### config.mk
export PLATFORM = sky130hd
export DESIGN_NAME = tmz_timer
export DESIGN_NICKNAME = d
export VERILOG_FILES = /design/src/tmz_pkg.sv /design/src/tmz_sync.sv /design/src/tmz_timer.sv
export VERILOG_INCLUDE_DIRS = /design/src
export SDC_FILE = /design/constraint.sdc
export NUM_CORES = 1
export LEC_CHECK = 0
export BUFFER_PORTS_ARGS = -buffer_cell sky130_fd_sc_hd__clkbuf_2
export CORE_MARGIN = 5
export CORE_UTILIZATION = 58
export DETAILED_ROUTE_END_ITERATION = 16
export HOLD_SLACK_MARGIN = 0.08
export PLACE_DENSITY = 0.94
export SYNTH_ARGS = -nofsm -noshare
export SYNTH_HDL_FRONTEND = slang
export SYNTH_SLANG_ARGS = --single-unit
### constraint.sdc
create_clock -name clk -period 3.3 [get_ports clk]
set_clock_uncertainty 0.05 [all_clocks]
set_input_delay 0.33 -clock clk [delete_from_list [all_inputs] [get_ports clk]]
set_output_delay 0.33 -clock clk [all_outputs]
set_load 0.05 [all_outputs]
### src/tmz_cfg.svh
// Constants of the eight-bit timer/counter: reset values, counts and phase codes
`ifndef TMZ_CFG_SVH
`define TMZ_CFG_SVH

// Reset values
`define TMZ_COUNT_RST    8'h00
`define TMZ_PSC_RST      8'h00
`define TMZ_INHIBIT_RST  2'h0
`define TMZ_PHASE_RST    2'h0

// Count register rollover point
`define TMZ_COUNT_MAX    8'hFF

// Instruction cycles without increment after a count write
`define TMZ_INHIBIT_CYC  2'h2

// Highest prescale rate code; rate n divides by two to the n plus one
`define TMZ_RATE_MAX     3'h7

// Clock cycles per instruction cycle (phases Q1 to Q4)
`define TMZ_CLK_PER_INSTR 4

`endif

### src/tmz_pkg.sv
// Types shared by the eight-bit timer/counter
package tmz_pkg;

  // Phase of the instruction cycle; one clock per phase
  typedef enum logic [1:0] {
    TMZ_Q1 = 2'b00,
    TMZ_Q2 = 2'b01,
    TMZ_Q3 = 2'b10,
    TMZ_Q4 = 2'b11
  } tmz_phase_t;

  typedef logic [2:0] tmz_rate_t;

endpackage

### src/tmz_sync.sv
// Three-stage synchroniser with agreement filter for an asynchronous level
`timescale 1ns/1ps
`default_nettype none

module tmz_sync (
  input  wire logic clk,
  input  wire logic rst_n,
  input  wire logic async_in,
  output var  logic level
);

  logic [2:0] stage_r;
  logic [2:0] stage_nxt;
  logic       level_r;
  logic       level_nxt;

  always_comb begin
    stage_nxt = {stage_r[1:0], async_in};
    level_nxt = level_r;
    // Stage 0 feeds only stage 1; the level moves once stages 1 and 2 agree
    if (stage_r[1] == stage_r[2]) begin
      level_nxt = stage_r[2];
    end
  end

  always_ff @(posedge clk) begin
    if (!rst_n) begin
      stage_r <= 3'h0;
      level_r <= 1'b0;
    end else begin
      stage_r <= stage_nxt;
      level_r <= level_nxt;
    end
  end

  assign level = level_r;

endmodule

`default_nettype wire

### src/tmz_timer.sv
// Eight-bit timer/counter with prescaler, overflow flag and interrupt request
//
// How it works
// - Timer mode without prescaler adds one to the count each instruction cycle.
// - A count write blocks incrementing for the next two instruction cycles.
// - Counter mode adds one on each chosen edge of the selected external source.
// - External-source select picks the count pin (0) or cap-sense oscillator (1).
// - Source-edge select picks rising (0) or falling (1) edge as the counting edge.
// - Own prescaler, separate from the watchdog one, is used only while bypass is clear.
// - Eight prescale ratios from 1:2 to 1:256 picked by the three-bit rate field.
// - Bypass set gives 1:1, one increment per source event.
// - Prescaler count is hidden from software and cleared by every count write.
// - Rollover from FFh to 00h always sets the overflow flag, enable or not.
// - The overflow flag stays set until software clears it.
// - Interrupt is requested only when flag and overflow enable are both set.
// - Overflow cannot wake the processor since nothing counts during sleep.
// - During sleep counting stops and the count keeps its value.
// - Counter-mode increments are taken only at the Q2 and Q4 phases.
// - Overflow is given as a signal the companion timer can use for gating.
`timescale 1ns/1ps
`default_nettype none
`include "tmz_cfg.svh"

module tmz_timer (
  input  wire logic             clk,
  input  wire logic             rst_n,
  input  wire logic             sleep,
  input  wire logic             clock_source_select,
  input  wire logic             external_source_select,
  input  wire logic             source_edge_select,
  input  wire logic             prescaler_bypass,
  input  wire tmz_pkg::tmz_rate_t prescale_rate,
  input  wire logic             overflow_irq_enable,
  input  wire logic             count_wr,
  input  wire logic [7:0]       count_wdata,
  input  wire logic             flag_clear,
  input  wire logic             count_input_pin,
  input  wire logic             cap_sense_osc_clock,
  output var  logic [7:0]       count_register,
  output var  logic             overflow_flag,
  output var  logic             irq_request,
  output var  logic             overflow_gate
);
  import tmz_pkg::*;

  // Mask of the prescaler bits that must all be ones for a carry out
  function automatic logic [7:0] rate_mask(input tmz_rate_t rate);
    rate_mask = 8'hFF >> (`TMZ_RATE_MAX - rate);
  endfunction

  // Synchronised external sources
  logic pin_level;
  logic cap_level;

  tmz_sync u_pin_sync (
    .clk      (clk),
    .rst_n    (rst_n),
    .async_in (count_input_pin),
    .level    (pin_level)
  );

  tmz_sync u_cap_sync (
    .clk      (clk),
    .rst_n    (rst_n),
    .async_in (cap_sense_osc_clock),
    .level    (cap_level)
  );

  // Instruction-cycle phase
  tmz_phase_t phase_r;
  tmz_phase_t phase_nxt;

  always_comb begin
    phase_nxt = phase_r;
    if (!sleep) begin
      case (phase_r)
        TMZ_Q1:  phase_nxt = TMZ_Q2;
        TMZ_Q2:  phase_nxt = TMZ_Q3;
        TMZ_Q3:  phase_nxt = TMZ_Q4;
        TMZ_Q4:  phase_nxt = TMZ_Q1;
        default: phase_nxt = TMZ_Q1;
      endcase
    end
  end

  always_ff @(posedge clk) begin
    if (!rst_n) begin
      phase_r <= tmz_phase_t'(`TMZ_PHASE_RST);
    end else begin
      phase_r <= phase_nxt;
    end
  end

  // Source selection and edge detection
  logic src_level;
  logic src_prev_r;
  logic src_prev_nxt;
  logic edge_evt;
  logic instr_end;
  logic src_evt;

  always_comb begin
    src_level    = external_source_select ? cap_level : pin_level;
    src_prev_nxt = src_level;
    // Edge select high gives high-to-low counting
    edge_evt     = source_edge_select ? (src_prev_r & ~src_level)
                                      : (~src_prev_r & src_level);
    instr_end    = (phase_r == TMZ_Q4);
    // Timer mode counts instruction cycles, counter mode counts edges
    src_evt      = !sleep && (clock_source_select ? edge_evt : instr_end);
  end

  always_ff @(posedge clk) begin
    if (!rst_n) begin
      src_prev_r <= 1'b0;
    end else begin
      src_prev_r <= src_prev_nxt;
    end
  end

  // Prescaler, pending increment and write inhibit
  logic [7:0] psc_r;
  logic [7:0] psc_nxt;
  logic       pend_r;
  logic       pend_nxt;
  logic [1:0] inhibit_r;
  logic [1:0] inhibit_nxt;
  logic       tick;
  logic       sample_pt;
  logic       pend_any;
  logic       inc_fire;

  always_comb begin
    // Carry out of the selected prescaler stage, or every event when bypassed
    tick = src_evt && (prescaler_bypass ||
           ((psc_r & rate_mask(prescale_rate)) == rate_mask(prescale_rate)));
    sample_pt = !sleep && (phase_r == TMZ_Q2 || phase_r == TMZ_Q4);
    pend_any  = pend_r || tick;
    inc_fire  = sample_pt && pend_any && (inhibit_r == `TMZ_INHIBIT_RST) && !count_wr;

    psc_nxt = psc_r;
    if (count_wr) begin
      psc_nxt = `TMZ_PSC_RST;
    end else if (src_evt && !prescaler_bypass) begin
      psc_nxt = psc_r + 8'h01;
    end

    pend_nxt = pend_any;
    if (count_wr || sample_pt) begin
      // Events taken while inhibited are dropped, not deferred
      pend_nxt = 1'b0;
    end

    inhibit_nxt = inhibit_r;
    if (count_wr) begin
      inhibit_nxt = `TMZ_INHIBIT_CYC;
    end else if (instr_end && !sleep && inhibit_r != `TMZ_INHIBIT_RST) begin
      inhibit_nxt = inhibit_r - 2'h1;
    end
  end

  always_ff @(posedge clk) begin
    if (!rst_n) begin
      psc_r     <= `TMZ_PSC_RST;
      pend_r    <= 1'b0;
      inhibit_r <= `TMZ_INHIBIT_RST;
    end else begin
      psc_r     <= psc_nxt;
      pend_r    <= pend_nxt;
      inhibit_r <= inhibit_nxt;
    end
  end

  // Count, overflow flag and outputs
  logic [7:0] count_r;
  logic [7:0] count_nxt;
  logic       flag_r;
  logic       flag_nxt;
  logic       irq_r;
  logic       irq_nxt;
  logic       gate_r;
  logic       gate_nxt;
  logic       ovf;

  always_comb begin
    ovf       = inc_fire && (count_r == `TMZ_COUNT_MAX);
    count_nxt = count_r;
    if (count_wr) begin
      count_nxt = count_wdata;
    end else if (inc_fire) begin
      count_nxt = count_r + 8'h01;
    end
    // Overflow wins over a clear in the same cycle
    flag_nxt = flag_r;
    if (ovf) begin
      flag_nxt = 1'b1;
    end else if (flag_clear) begin
      flag_nxt = 1'b0;
    end
    irq_nxt  = flag_nxt && overflow_irq_enable;
    gate_nxt = ovf;
  end

  always_ff @(posedge clk) begin
    if (!rst_n) begin
      count_r <= `TMZ_COUNT_RST;
      flag_r  <= 1'b0;
      irq_r   <= 1'b0;
      gate_r  <= 1'b0;
    end else begin
      count_r <= count_nxt;
      flag_r  <= flag_nxt;
      irq_r   <= irq_nxt;
      gate_r  <= gate_nxt;
    end
  end

  // Reads see the live count with no side effect
  assign count_register = count_r;
  assign overflow_flag  = flag_r;
  assign irq_request    = irq_r;
  assign overflow_gate  = gate_r;
endmodule

`default_nettype wire

# [After elaboration in Yosys (flattened, before gate mapping)]
# Index checks and enable logic that the tools add are counted.
[totals] register_bits=33 in_bits=23 out_inout_bits=11 wordCells=67
[classes] addsub=4 n_eq_ne=7 shifts=1 n_mux=10 bitwise=6 n_reduce_logical=25
[op_table] op="adder 8 x 1 -> 8 bit (second input constant)" count=2
[op_table] op="2-to-1 mux 8 bit" count=2
[op_table] op="logical AND 1 bit" count=11
[op_table] op="bitwise AND 8 bit" count=1
[op_table] op="== test 8 bit" count=1
[op_table] op="== test 8 bit (second input constant)" count=1
[op_table] op="case mux 2 bit (4 select lines)" count=1
[op_table] op=">> shifter 8 x 3 -> 8 bit (first input constant)" count=1
[op_table] op="nonzero test 2 bit" count=3
[op_table] op="2-to-1 mux 1 bit" count=5
[op_table] op="== test 2 bit (second input constant)" count=2
[op_table] op="zero test 2 bit" count=2
[op_table] op="logical OR 1 bit" count=4
[op_table] op="2-to-1 mux 2 bit" count=2
[op_table] op="OR reduction 2 bit" count=2
[op_table] op="zero test 1 bit" count=3
[op_table] op="NOT 1 bit" count=3
[op_table] op="subtractor 3 bit (first input constant)" count=1
[op_table] op="bitwise AND 1 bit" count=2
[op_table] op="== test 1 bit" count=2
[op_table] op="== test 2 x 1 -> 1 bit (second input constant)" count=1
[op_table] op="subtractor 2 x 1 -> 2 bit (second input constant)" count=1

# [Longest topological paths before layout]
# Gate-level depths: netlist (run 1).
[logic_depth] word_depth=14 depth_mapped=8 ltp_nobuf=7

# [Modules after synthesis]
# Synthesis (run 1) repeated with hierarchy kept, for this count alone.
[unflattened] cells_unflattened=169 area_unflattened_um2=1597.8
[modules_own_cells] module="tmz_timer" instances=1 cells_per_inst=149 area_each_um2=1365.1 seq_area_each_um2=500.5
[modules_own_cells] module="tmz_sync" instances=2 cells_per_inst=10 area_each_um2=116.4 seq_area_each_um2=80.1

# [Worst setup path after synthesis (run 1)]
# OpenSTA, ideal clock, no wires.
[synth_path] path_kind="flip-flop to flip-flop" startpoint="register phase_r[1]" endpoint="register count_r[3] (netlist: count_register[3])" setup_ns=0.122 arrival_time_ns=1.827 t_required_ns=3.128 path_slack_ns=1.301 stages_incl_launch_ff=8 path_buffers=2 period_less_slack_ns=1.999 path_cell_list="dfxtp_1 > ha_1 > or3b_1 > buf_6 > and3b_1 > buf_6 > o31a_1 > o311a_1"
[synth_between] elab_chain_len=9 elab_cells_between_ends=12 cone_classes="eq/ne (2); mux (1); reduce/logical (9)"
[synth_lines] element="from (decl)" line="tmz_timer.sv:70" text="tmz_phase_t phase_r;"
[synth_lines] element="from (signal assigned)" line="tmz_timer.sv:88" text="phase_r <= tmz_phase_t'(`TMZ_PHASE_RST);"
[synth_lines] element="from (signal assigned)" line="tmz_timer.sv:90" text="phase_r <= phase_nxt;"
[synth_lines] element="== test 2 bit" line="tmz_timer.sv:108, tmz_timer.sv:137"
[synth_lines] element="2-to-1 mux 1 bit" line="tmz_timer.sv:110" text="src_evt = !sleep && (clock_source_select ? edge_evt : instr_end);"
[synth_lines] element="logical AND 1 bit" line="tmz_timer.sv:110"
[synth_lines] element="logical AND 1 bit" line="tmz_timer.sv:135" text="tick = src_evt && (prescaler_bypass ||"
[synth_lines] element="logical OR 1 bit" line="tmz_timer.sv:138" text="pend_any = pend_r || tick;"
[synth_lines] element="logical AND 1 bit * (3 in series)" line="tmz_timer.sv:139" text="inc_fire = sample_pt && pend_any && (inhibit_r == `TMZ_INHIBIT_RST) && !count_wr;"
[synth_lines] element="nonzero test 2 bit (no source line) *"
[synth_lines] element="to (signal assigned)" line="tmz_timer.sv:206" text="count_r <= `TMZ_COUNT_RST;"
[synth_lines] element="to (signal assigned)" line="tmz_timer.sv:211" text="count_r <= count_nxt;"
[synth_lines] element="to (decl)" line="tmz_timer.sv:175" text="logic [7:0] count_r;"
# Every way passes the cells marked *; elsewhere a longest branch is shown, timed or not.
# A chain may end at the register's enable or synchronous reset.

# [Worst setup path after layout (run 1)]
[layout_path] startpoint="register psc_r[0]" endpoint="register irq_r (netlist: irq_request)"
[layout_between] elab_chain_len=11
[layout_lines] element="from (decl)" line="tmz_timer.sv:122" text="logic [7:0] psc_r;"
[layout_lines] element="from (signal assigned)" line="tmz_timer.sv:164" text="psc_r <= `TMZ_PSC_RST;"
[layout_lines] element="from (signal assigned)" line="tmz_timer.sv:168" text="psc_r <= psc_nxt;"
[layout_lines] element="bitwise AND 8 bit" line="tmz_timer.sv:136" text="((psc_r & rate_mask(prescale_rate)) == rate_mask(prescale_rate)));"
[layout_lines] element="== test 8 bit" line="tmz_timer.sv:136"
[layout_lines] element="logical OR 1 bit" line="tmz_timer.sv:135"
[layout_lines] element="logical AND 1 bit" line="tmz_timer.sv:135"
[layout_lines] element="logical OR 1 bit" line="tmz_timer.sv:138"
[layout_lines] element="logical AND 1 bit (3 in series)" line="tmz_timer.sv:139"
[layout_lines] element="logical AND 1 bit" line="tmz_timer.sv:186" text="ovf = inc_fire && (count_r == `TMZ_COUNT_MAX);"
[layout_lines] element="2-to-1 mux 1 bit" line="tmz_timer.sv:195" text="if (ovf) begin"
[layout_lines] element="logical AND 1 bit" line="tmz_timer.sv:200" text="irq_nxt = flag_nxt && overflow_irq_enable;"
[layout_lines] element="to (signal assigned)" line="tmz_timer.sv:213" text="irq_r <= irq_nxt;"
[layout_lines] element="to (decl)" line="tmz_timer.sv:179" text="logic irq_r;"
# Every way passes these cells.

==> results of run 1 <==
through the flow:
step	cells	utilization (%)
after floorplan	190	-
after global placement	246	66.52
after detailed placement	246	66.52
after CTS	254	68.69
after global routing	254	68.69
final	254	68.69
cells in the final DEF, fill, tap and decap left out, types with 2 or more instances in the layout:
| master | Yosys | final |
|---|---|---|
| clkbuf_2 | 0 | 33 |
| o31a_1 | 2 | 2 |
| a31oi_1 | 2 | 2 |
| ha_1 | 7 | 7 |
| mux2i_1 | 3 | 3 |
| nand4_1 | 11 | 11 |
| and3_1 | 2 | 2 |
| o21ai_0 | 9 | 9 |
| and2_1 | 7 | 7 |
| nor4_1 | 5 | 5 |
| a2111oi_0 | 4 | 4 |
| nand2b_1 | 2 | 2 |
| a211oi_1 | 7 | 7 |
| inv_1 | 12 | 12 |
| nand3_1 | 3 | 3 |
| nor2b_1 | 3 | 3 |
| a311oi_1 | 2 | 2 |
| nand3b_1 | 2 | 2 |
| or3_1 | 2 | 2 |
| nor2_1 | 18 | 18 |
| and4_1 | 2 | 2 |
| dfxtp_1 | 33 | 33 |
| nand2_1 | 12 | 12 |
| clkinvlp_4 | 0 | 3 |
| a21oi_1 | 6 | 6 |
| a31o_2 | 2 | 2 |
| xnor2_1 | 8 | 8 |
| clkbuf_4 | 0 | 5 |
| nor3b_1 | 2 | 2 |
kinds of logic after synthesis:
logic type / count (synthesis) / share of synthesized area (%)
compound gates: 42 / 17.84
xor+xnor: 8 / 4.164
flops: 33 / 39.26
buf+inv: 20 / 5.799
fa+ha+maj: 7 / 5.204
mux: 4 / 2.602
simple gates: 76 / 25.13
worst max-delay path: cells and delay by family, from the launching register on:
kind            cells  cell delay, ns
compound gates      3            1.19
flops               1            0.47
simple gates        2            0.39
flip-flops by register name, indices dropped and copies added (netlist names):
| name | count |
|---|---|
| count_register | 8 |
| psc_r | 8 |
| u_cap_sync.stage_r | 3 |
| u_pin_sync.stage_r | 3 |
| inhibit_r | 2 |
| phase_r | 2 |
| irq_request | 1 |
| overflow_flag | 1 |
| overflow_gate | 1 |
| pend_r | 1 |
| src_prev_r | 1 |
| u_cap_sync.level | 1 |
| u_pin_sync.level | 1 |
cell type report:
cell class	instances	area [µm²]	area share [%]
sequential	33	660.6	34.87
timing repair buffer	33	165.2	8.719
tap	31	38.79	2.048
clock inverter	3	22.52	1.189
clock buffer	5	37.54	1.982
multi-input combinational	137	924.6	48.81
inverter	12	45.04	2.378
final timing paths:
kind	from	endpoint	slack (ns)	cells past startpoint
setup / recovery	psc_r[0]	irq_request	1.13	5
hold / removal	cap_sense_osc_clock	u_cap_sync.stage_r[0]	0.14	2
setup reg to reg	psc_r[0]	irq_request	1.13	5
hold reg to reg	u_cap_sync.stage_r[0]	u_cap_sync.stage_r[1]	0.41	1
layer usage:
layer / track usage [%] / up-vias
met2: 27.26 / 33
met1: 20.72 / 690
met3: 3.853 / 5
met5: 0 / -
li1: - / 754
met4: 8.052 / 0
power groups by stage:
stage | registers, mW | logic [mW] | clock network (mW)
6_report | 0.423 | 0.101 | 0.230
5_1_grt | 0.425 | 0.110 | 0.256
4_1_cts | 0.423 | 0.101 | 0.236
3_5_place_dp | 0.432 | 0.101 | 0
3_3_place_gp | 0.431 | 0.0979 | 0
2_1_floorplan | 0.451 | 0.0503 | 0
==> impl_metrics.csv, run 1 <==
group,metric,value,unit
status,status,"completed",
sta,tns,0,ns
placed_design,port_buffers,33,
sta,rsz0062_at_grt,"no",
pwr,p_leak,0.7321,nW
global_route,grt_pass1_wl,5.609,mm
clocking,numCtsBuffers,5,
sta,fin_crit_sh,65.81,%
sta,tightest_slew,0.6524,ns
finish,area_growth,12.57,%
clocking,post_cts_buffers,0,
drt,met3_length,165,µm
sta,fmax,0.4605,GHz
yosys,synth_top_cell_by_area,"dfxtp_1",
yosys,synth_fp_nets,220,
yosys,syn_inst,190,
global_route,overflow,0,
finish,stdcell_area,0.001894,mm²
placed_design,dpl.hpwl,2.533,mm
yosys,synthTopCellsByArea,"dfxtp_1 (39%), ha_1 (5.2%), xnor2_1 (4.2%), nand4_1 (4.1%), nor2_1 (4.0%)",
drt,wl_per_cell,13.48,µm
yosys,synth-seq-cells,33,
pwr,ir_worst_vdd,0.4564,mV
drt,dr.first_iter.drc_count,65,
clocking,postCtsHoldBufs,0,
yosys,async_flop_share,0,%
drt,via_count,1482,
run,cap_viol_max_count,0,
floorplan,row_count,19,
pwr,pwr-share-clk,30.5,%
clocking,cts_resized,0,
yosys,synth_ff_type,"dfxtp_1",
pwr,p_int,0.5291,mW
worst_setup_path,path_cells,"nand2_1, a311o_1, o31ai_2, nand4_1, a21boi_0",
global_route,antenna_found_initial,0,
finish,nFillCells,221,
floorplan,num_io_pins,34,
yosys,ys_seq_area_share,39.26,%
clocking,clock_sinks,33,
floorplan,dieHeight,63.87,µm
placed_design,place_area,0.001834,mm²
finish,final_nets,252,
drt,wirelength_met1,1.537,mm
drt,vias_per_cell,5.835,
floorplan,dieWidth,63.87,µm
worst_setup_path,path_max_fanout,9,
global_route,grt_max_degree,19,
yosys,synth_common_cells,"dfxtp_1 (33), nor2_1 (18), inv_1 (12), nand2_1 (12), nand4_1 (11)",
sta,relSlewSlack,56.24,%
worst_setup_path,worst_setup_path_start_kind,"flip-flop",
sta,timing.final.ws_setup,1.128,ns
pwr,p_switching,0.2245,mW
worst_setup_path,cp.required,3.52,ns
yosys,synth-edff-count,0,
yosys,avgSynthCellArea,8.857,µm²
yosys,synth.cell_area,0.001683,mm²
sta,holdWs,0.1368,ns
clocking,insertion_delay,0.34,ns
worst_hold_path,hold_class,"in -> reg",
global_route,grt_pass1_vias,1350,
pwr,power,0.7536,mW
worst_setup_path,setup.worst_path.class,"reg -> reg",
floorplan,coreArea,0.002758,mm²
yosys,yosysWarnings,0,
sta,setup_viol,0,
finish,drive_gt1_share,21.08,%
worst_setup_path,cp_slowest_stage_delay,0.59,ns
placed_design,gp_congestion,0.8859,
pwr,p_comb_share,13.4,%
finish,antenna_cells,0,
pwr,sw_frac_of_total,29.79,%
drt,firstDrtPassIters,5,
sta,slew_viol_final,0,
yosys,yosysUniqueCellTypes,42,
clocking,clk_pin_slew,0.11,ns
floorplan,initial_core_util,61.03,%
pwr,powerDensity,397.8,mW/mm²
sta,period_minus_slack,2.172,ns
sta,hold_violations,0,
placed_design,dp_slack,1.158,ns
clocking,cts_buffer_depth,2,
pwr,p_seq_share,56.1,%
drt,top_layer,"met4",
worst_setup_path,cp_slowest_cell,"o31ai_2",
clocking,cts_root_buf,"clkbuf_4",
global_route,grt_use_total,16.74,%
worst_setup_path,end_kind,"flip-flop",
clocking,tritoncts,"done",
clocking,h-tree-depth,2,
drt,detail-route-antenna-nets,0,
yosys,synth_top_area_share,39.26,%
yosys,yosysMostFrequentCell,"dfxtp_1",
drt,drc,0,
drt,wl,3.424,mm
drt,route.met2.wl,1.669,mm
worst_setup_path,arrival,2.39,ns
floorplan,dieArea,0.004079,mm²
(Power assumes the default switching activity.)
==> run 2: changes to the inputs <==
--- a/config.mk
+++ b/config.mk
@@ -6,12 +6,13 @@
 export SDC_FILE = /design/constraint.sdc
 export NUM_CORES = 1
 export LEC_CHECK = 0
+export ABC_AREA = 1
 export BUFFER_PORTS_ARGS = -buffer_cell sky130_fd_sc_hd__clkbuf_2
 export CORE_MARGIN = 5
-export CORE_UTILIZATION = 58
+export CORE_UTILIZATION = 48
 export DETAILED_ROUTE_END_ITERATION = 16
 export HOLD_SLACK_MARGIN = 0.08
-export PLACE_DENSITY = 0.94
+export PLACE_DENSITY = 0.84
 export SYNTH_ARGS = -nofsm -noshare
 export SYNTH_HDL_FRONTEND = slang
 export SYNTH_SLANG_ARGS = --single-unit
==> constraint.sdc (replaced) <==
create_clock -name clk -period 1.9 [get_ports clk]
set_clock_uncertainty 0.05 [all_clocks]
set_input_delay 0.19 -clock clk [delete_from_list [all_inputs] [get_ports clk]]
set_output_delay 0.19 -clock clk [all_outputs]
set_load 0.05 [all_outputs]
==> run 2 against run 1 <==
Effect of this change: area after synthesis decreased by 1.2%; non-clock buffer count increased by 5; first-iteration DRC count increased by 54%; register-to-register slack got worse by 0.92 ns; critical endpoint is now psc_r[4]; power increased by 93%; cell count increased by 26%; die area increased by 16%; global-route usage decreased by 0.25 points; utilization decreased by 9.2 points; maximum frequency increased by 28%; worst setup slack got worse by 0.92 ns; routed wire length increased by 0.58%.
==> impl_metrics.csv, run 2 <==
group,metric,value,unit
global_route,use_met3,5.997,%
finish,final_cells,320,
yosys,synth-seq-cells,33,
finish,mostFrequentLayoutCells,"nand2_1 (49), inv_1 (35), dfxtp_1 (33), clkbuf_2 (33), o21ai_0 (19)",
yosys,synthSimpleGateAreaFrac,27.92,%
worst_hold_path,hold_start,"external_source_select",
clocking,cts_root_buf,"clkbuf_4",
worst_setup_path,setup.worst_path.class,"reg -> reg",
run,cap_viol_max_count,0,
floorplan,row_count,21,
yosys,yosysWarnings,0,
finish,drive_gt1_share,17.52,%
clocking,clock_sinks,33,
worst_hold_path,hold_class,"in -> reg",
sta,timing.final.ws_setup,0.2046,ns
yosys,avgSynthCellArea,7.198,µm²
pwr,powerDensity,733.6,mW/mm²
placed_design,gp_congestion,0.9419,
global_route,use_met1,19.30,%
worst_setup_path,r2r_cells,10,
clocking,h-tree-depth,2,
worst_setup_path,arrival,1.87,ns
yosys,synth-edff-count,0,
placed_design,port_buffers,33,
drt,wl,3.444,mm
pwr,power,1.458,mW
worst_setup_path,cp_slowest_stage_delay,0.39,ns
yosys,yosysUniqueCellTypes,27,
global_route,grt_use_total,16.49,%
finish,area_growth,19.49,%
status,status,"completed",
worst_setup_path,worst_setup_path_start_kind,"flip-flop",
worst_setup_path,cpLargestDelayFamily,"simple AND/OR/NAND/NOR gates",
finish,fin_util,59.54,%
worst_setup_path,startpoint,"phase_r[1]",
worst_setup_path,cp_num_cells,10,
drt,detail-route-antenna-nets,0,
global_route,top_usage_layer,"met2",
worst_setup_path,end_kind,"flip-flop",
floorplan,dieWidth,68.86,µm
pwr,p_leak,0.9605,nW
sta,fin_crit_sh,89.23,%
floorplan,num_io_pins,34,
worst_setup_path,cp.required,2.07,ns
yosys,synth_top_cell_by_area,"dfxtp_1",
global_route,overflow,0,
worst_setup_path,crit_buf_inv,1,
drt,wl_per_cell,10.76,µm
clocking,tritoncts,"done",
sta,fmax,0.5898,GHz
drt,vias_per_cell,4.938,
yosys,synth_ff_type,"dfxtp_1",
yosys,synth_common_cells,"nand2_1 (49), inv_1 (35), dfxtp_1 (33)",
placed_design,dpl.hpwl,2.606,mm
drt,via_count,1580,
pwr,ir_worst_vdd,0.4559,mV
sta,setup_viol,0,
clocking,clk_pin_slew,0.09,ns
sta,rsz0062_at_grt,"no",
global_route,use_met2,27.98,%
yosys,synth_fp_nets,261,
worst_hold_path,whs_path_depth,3,
finish,antenna_cells,0,
yosys,syn_inst,231,
global_route,grt_pass1_vias,1386,
global_route,grt_max_degree,19,
clocking,cts_buffer_depth,2,
yosys,synth_fa_ha_area_share,5.267,%
placed_design,dp_slack,0.2385,ns
drt,dr.first_iter.drc_count,100,
placed_design,dp_cells,308,
yosys,ys_seq_area_share,39.73,%
yosys,synthTopCellsByArea,"dfxtp_1 (40%), nand2_1 (11%), inv_1 (7.9%), o21ai_0 (5.7%), a21oi_1 (5.4%)",
worst_setup_path,reg2reg_from,"phase_r[1]",
worst_setup_path,path_max_fanout,10,
yosys,synth.cell_area,0.001663,mm²
yosys,yosysMostFrequentCell,"nand2_1",
yosys,synth_top_area_share,39.73,%
yosys,async_flop_share,0,%
yosys,synth-xor-area-share,3.160,%
sta,tns,0,ns
yosys,synth_top_family_by_area,"simple AND/OR/NAND/NOR gates",
floorplan,dieHeight,68.86,µm
floorplan,coreArea,0.003337,mm²
sta,period_minus_slack,1.695,ns
finish,final_nets,303,
finish,nFillCells,330,
clocking,numCtsBuffers,5,
worst_setup_path,path_cells,"ha_1, nor2_1, nor2_1, nand2_1, inv_1, nand2_2, nor3_1, nand3_1, nand2_1, nor2_1",
placed_design,place_area,0.001862,mm²
floorplan,initial_core_util,49.83,%
drt,drc,0,
sta,hold_violations,0,
yosys,synth_compound_area_share,12.87,%
drt,firstDrtPassIters,4,
sta,relSlewSlack,63.82,%
floorplan,dieArea,0.004741,mm²
global_route,antenna_found_initial,0,
finish,final_common_cell,"nand2_1",
sta,holdWs,0.1159,ns
sta,tightest_slew,0.5407,ns
finish,stdcell_area,0.001987,mm²
sta,slew_viol_final,0,
yosys,synthMuxAreaShare,0.6020,%
global_route,grt_pass1_wl,5.761,mm
worst_setup_path,crit_top_cell,"nor2_1",
worst_setup_path,cp_slowest_cell,"dfxtp_1",
clocking,insertion_delay,0.33,ns
run 2: cell families (layout without fill, tap and decap cells):
logic type / count (synthesis) / after routing
simple gates: 102 / 102
fa+ha+maj: 7 / 7
flops: 33 / 33
buf+inv: 41 / 84
mux: 1 / 1
compound gates: 41 / 41
xor+xnor: 6 / 6
run 2: tightest hold or removal path, cell delays in order:
cell and delay [ns]:
clkbuf_2 0.09, nand2_1 0.10, a21oi_1 0.07
run 2: final cells by class:
type | count | area [µm²] | area share, %
Multi-Input combinational cell | 157 | 828.3 | 41.69
Sequential cell | 33 | 660.6 | 33.25
Timing Repair Buffer | 38 | 212.7 | 10.71
Inverter | 38 | 142.6 | 7.179
Tap cell | 46 | 57.56 | 2.897
Clock buffer | 7 | 55.05 | 2.771
Clock inverter | 1 | 30.03 | 1.511
run 2: what timing repair did:
action | in CTS | in global routing
endpoints found under the hold margin | 5 | 0
setup buffers | 0 | 0
hold buffers | 4 | 0
gates resized for setup | 0 | 0
run 2: final timing paths:
path / end / slack (ns)
worst min-delay path: src_prev_r / 0.12
worst max register to register: psc_r[4] / 0.20
worst min register to register: u_cap_sync.stage_r[1] / 0.37
worst max-delay path: psc_r[4] / 0.20
run 2: per-layer routing:
| layer | wire, µm | up-vias | part of all wire [%] |
|---|---|---|---|
| li1 | - | 833 | - |
| met1 | 1574 | 707 | 46 |
| met2 | 1633 | 36 | 47 |
| met3 | 192 | 4 | 5.6 |
| met4 | 43 | 0 | 1.2 |
| met5 | 0 | - | 0 |
run 2: power by group:
group | internal, mW | total, mW | switching [mW] | leakage [nW]
Sequential | 0.713 | 0.733 | 0.0202 | 0.269
Combinational | 0.0686 | 0.187 | 0.118 | 0.646
Clock | 0.314 | 0.538 | 0.224 | 0.0455
==> run 3: changes to the inputs <==
--- a/config.mk
+++ b/config.mk
@@ -15,4 +15,5 @@
 export PLACE_DENSITY = 0.84
 export SYNTH_ARGS = -nofsm -noshare
 export SYNTH_HDL_FRONTEND = slang
+export SYNTH_HIERARCHICAL = 1
 export SYNTH_SLANG_ARGS = --single-unit
==> run 3 against run 2 <==
Effect of this change: synthesized cell count shrank 0.43%; critical path depth did not move; non-clock buffer count increased by 2; via count is 3.6% lower; critical path type unchanged; largest cell class unchanged; largest power group unchanged.
==> impl_metrics.csv, run 3 <==
group,metric,value,unit
status,status,"completed",
yosys,synthTopCellsByArea,"dfxtp_1 (40%), nand2_1 (11%), inv_1 (7.5%), ha_1 (5.3%), a21oi_1 (5.2%)",
sta,period_minus_slack,1.575,ns
yosys,syn_inst,230,
worst_setup_path,cp_slowest_stage_delay,0.37,ns
worst_setup_path,cpLargestDelayFamily,"simple AND/OR/NAND/NOR gates",
yosys,synth_fp_nets,260,
worst_setup_path,crit_path_end,"psc_r[4]",
floorplan,coreArea,0.003337,mm²
finish,mostFrequentLayoutCells,"nand2_1 (49), inv_1 (33), dfxtp_1 (33), clkbuf_2 (33), nor2_1 (19)",
global_route,grt_use_total,16.09,%
yosys,yosysUniqueCellTypes,26,
clocking,postCtsHoldBufs,5,
finish,area_growth,22.66,%
yosys,synth_top_cell_by_area,"dfxtp_1",
worst_setup_path,r2r_end,"psc_r[4]",
sta,fin_crit_sh,82.91,%
placed_design,port_buffers,33,
clocking,clk_pin_slew,0.10,ns
yosys,synth-seq-cells,33,
sta,fmax,0.6348,GHz
yosys,synthMuxAreaShare,0.6084,%
drt,drc,0,
yosys,synth_ff_type,"dfxtp_1",
floorplan,initial_core_util,49.31,%
yosys,synth_common_cells,"nand2_1 (49), dfxtp_1 (33), inv_1 (33)",
floorplan,row_count,21,
clocking,cts_resized,0,
worst_setup_path,reg2reg_from,"phase_r[1]",
floorplan,dieWidth,68.55,µm
finish,multi_input_area,828.3,µm²
worst_setup_path,end_kind,"flip-flop",
yosys,async_flop_share,0,%
pwr,ir_worst_vdd,0.5121,mV
run,cap_viol_max_count,0,
floorplan,dieArea,0.004698,mm²
global_route,grt_max_degree,18,
placed_design,dp_slack,0.3455,ns
worst_setup_path,startpoint,"phase_r[1]",
finish,final_cells,322,
sta,tns,0,ns
worst_hold_path,hold_class,"in -> reg",
placed_design,gp_congestion,0.7674,
worst_setup_path,crit_buf_inv,1,
sta,tightest_slew,0.4188,ns
clocking,cts_buffer_depth,2,
worst_setup_path,cp_slowest_cell,"dfxtp_1",
yosys,ys_seq_area_share,40.15,%
yosys,synth-xor-area-share,3.726,%
clocking,post_cts_buffers,0,
drt,dr.first_iter.drc_count,54,
pwr,powerDensity,779.8,mW/mm²
finish,antenna_cells,0,
sta,hold_violations,0,
worst_setup_path,r2r_cells,10,
yosys,synth_fa_ha_area_share,5.323,%
global_route,grt_pass1_vias,1406,
yosys,synth.cell_area,0.001645,mm²
finish,drive_gt1_share,18.84,%
yosys,synth_top_family_by_area,"simple AND/OR/NAND/NOR gates",
placed_design,dp_cells,309,
worst_setup_path,worst_setup_path_start_kind,"flip-flop",
sta,relSlewSlack,71.87,%
worst_setup_path,setup.worst_path.class,"reg -> reg",
yosys,synth_top_area_share,40.15,%
global_route,antenna_found_initial,0,
sta,rsz0062_at_grt,"no",
finish,nFillCells,321,
global_route,grt_pass1_wl,5.733,mm
drt,wl,3.345,mm
drt,wl_per_cell,10.39,µm
placed_design,dpl.hpwl,2.567,mm
drt,detail-route-antenna-nets,0,
drt,firstDrtPassIters,4,
worst_setup_path,cp_num_cells,10,
clocking,h-tree-depth,2,
yosys,synthSimpleGateAreaFrac,28.82,%
clocking,insertion_delay,0.34,ns
finish,final_nets,305,
clocking,tritoncts,"done",
yosys,synth-edff-count,0,
clocking,cts_root_buf,"clkbuf_4",
global_route,overflow,0,
worst_setup_path,crit_top_cell,"nor2_1",
sta,setup_viol,0,
yosys,yosysMostFrequentCell,"nand2_1",
worst_setup_path,cp.required,2.09,ns
yosys,synth_compound_area_share,11.86,%
sta,timing.final.ws_setup,0.3247,ns
pwr,p_leak,0.9834,nW
yosys,avgSynthCellArea,7.154,µm²
yosys,yosysWarnings,6,
worst_setup_path,arrival,1.76,ns
finish,final_common_cell,"nand2_1",
worst_setup_path,path_cells,"ha_1, nor2_1, nor2_1, nand2_1, inv_2, nand2_2, nor3_1, nand3_1, nand2_1, nor2_1",
clocking,clock_sinks,33,
floorplan,num_io_pins,34,
floorplan,dieHeight,68.55,µm
finish,seq_area,660.6,µm²
clocking,numCtsBuffers,5,
drt,via_count,1523,
drt,vias_per_cell,4.730,
sta,slew_viol_final,0,
worst_setup_path,rrSetupSlack,0.32,ns
worst_setup_path,path_max_fanout,10,
worst_hold_path,hold_start,"external_source_select",
-- run 3: cell types whose count changed in the layout (fill, tap and decap cells not counted), sizes merged --
cell / delta
a21oi: -1
a31oi: -1
buf: +1
bufinv: +1
clkbuf: -2
dlygate4sd3: +1
nand3: -1
nand4: +1
nor2: +3
nor3: +1
nor3b: -1
o31ai: -1
xor2: +1
-- run 3: metrics by stage --
stage	hold slack (ns)	power [mW]	utilization, %	cell area, µm²
floorplan	0.2335	0.8726	-	1645
global placement	0.3253	0.9285	55.91	1866
detailed placement	0.3278	0.9347	55.91	1866
CTS	0.09694	1.582	60.48	2018
global route	0.1168	1.639	60.48	2018
finish	0.09487	1.574	60.48	2018
-- run 3: worst min-delay path by stage --
stage / cells past startpoint / slack [ns] / endpoint
3_5_place_dp: 3 / 0.33 / u_cap_sync/stage_r[0]
4_1_cts: 3 / 0.1 / src_prev_r
6_report: 3 / 0.09 / src_prev_r
3_3_place_gp: 3 / 0.33 / u_cap_sync/stage_r[0]
2_1_floorplan: 2 / 0.23 / u_cap_sync/stage_r[0]
5_1_grt: 3 / 0.12 / src_prev_r
-- run 3: kinds of logic after synthesis --
logic type,count (synthesis)
xor+xnor,7
fa+ha+maj,7
mux,1
flops,33
simple gates,105
buf+inv,39
compound gates,38
-- run 3: per-layer routing --
metal  share of wire [%]  GRT usage (%)  up-vias
met3                 4.8          4.538       10
met4                 2.2          8.189        0
met2                  47          25.27       28
met5                   0              0        -
li1                    -              -      831
met1                  46          20.00      654
-- run 3: report_power, final --
group / internal (mW) / total, mW / switching, mW
Clock: 0.407 / 0.648 / 0.241
Combinational: 0.0727 / 0.193 / 0.121
Sequential: 0.713 / 0.732 / 0.0191
-- run 3: cell type report --
| type | count | area share [%] |
|---|---|---|
| Inverter | 37 | 6.882 |
| Tap cell | 46 | 2.852 |
| Multi-Input combinational cell | 158 | 41.04 |
| Clock inverter | 3 | 3.224 |
| Clock buffer | 5 | 1.860 |
| Sequential cell | 33 | 32.73 |
| Timing Repair Buffer | 40 | 11.41 |
-- run 3: tightest hold or removal path, cell delays in order --
cell	delay, ns
clkbuf_2	0.09
nand2_1	0.10
a21oi_1	0.07
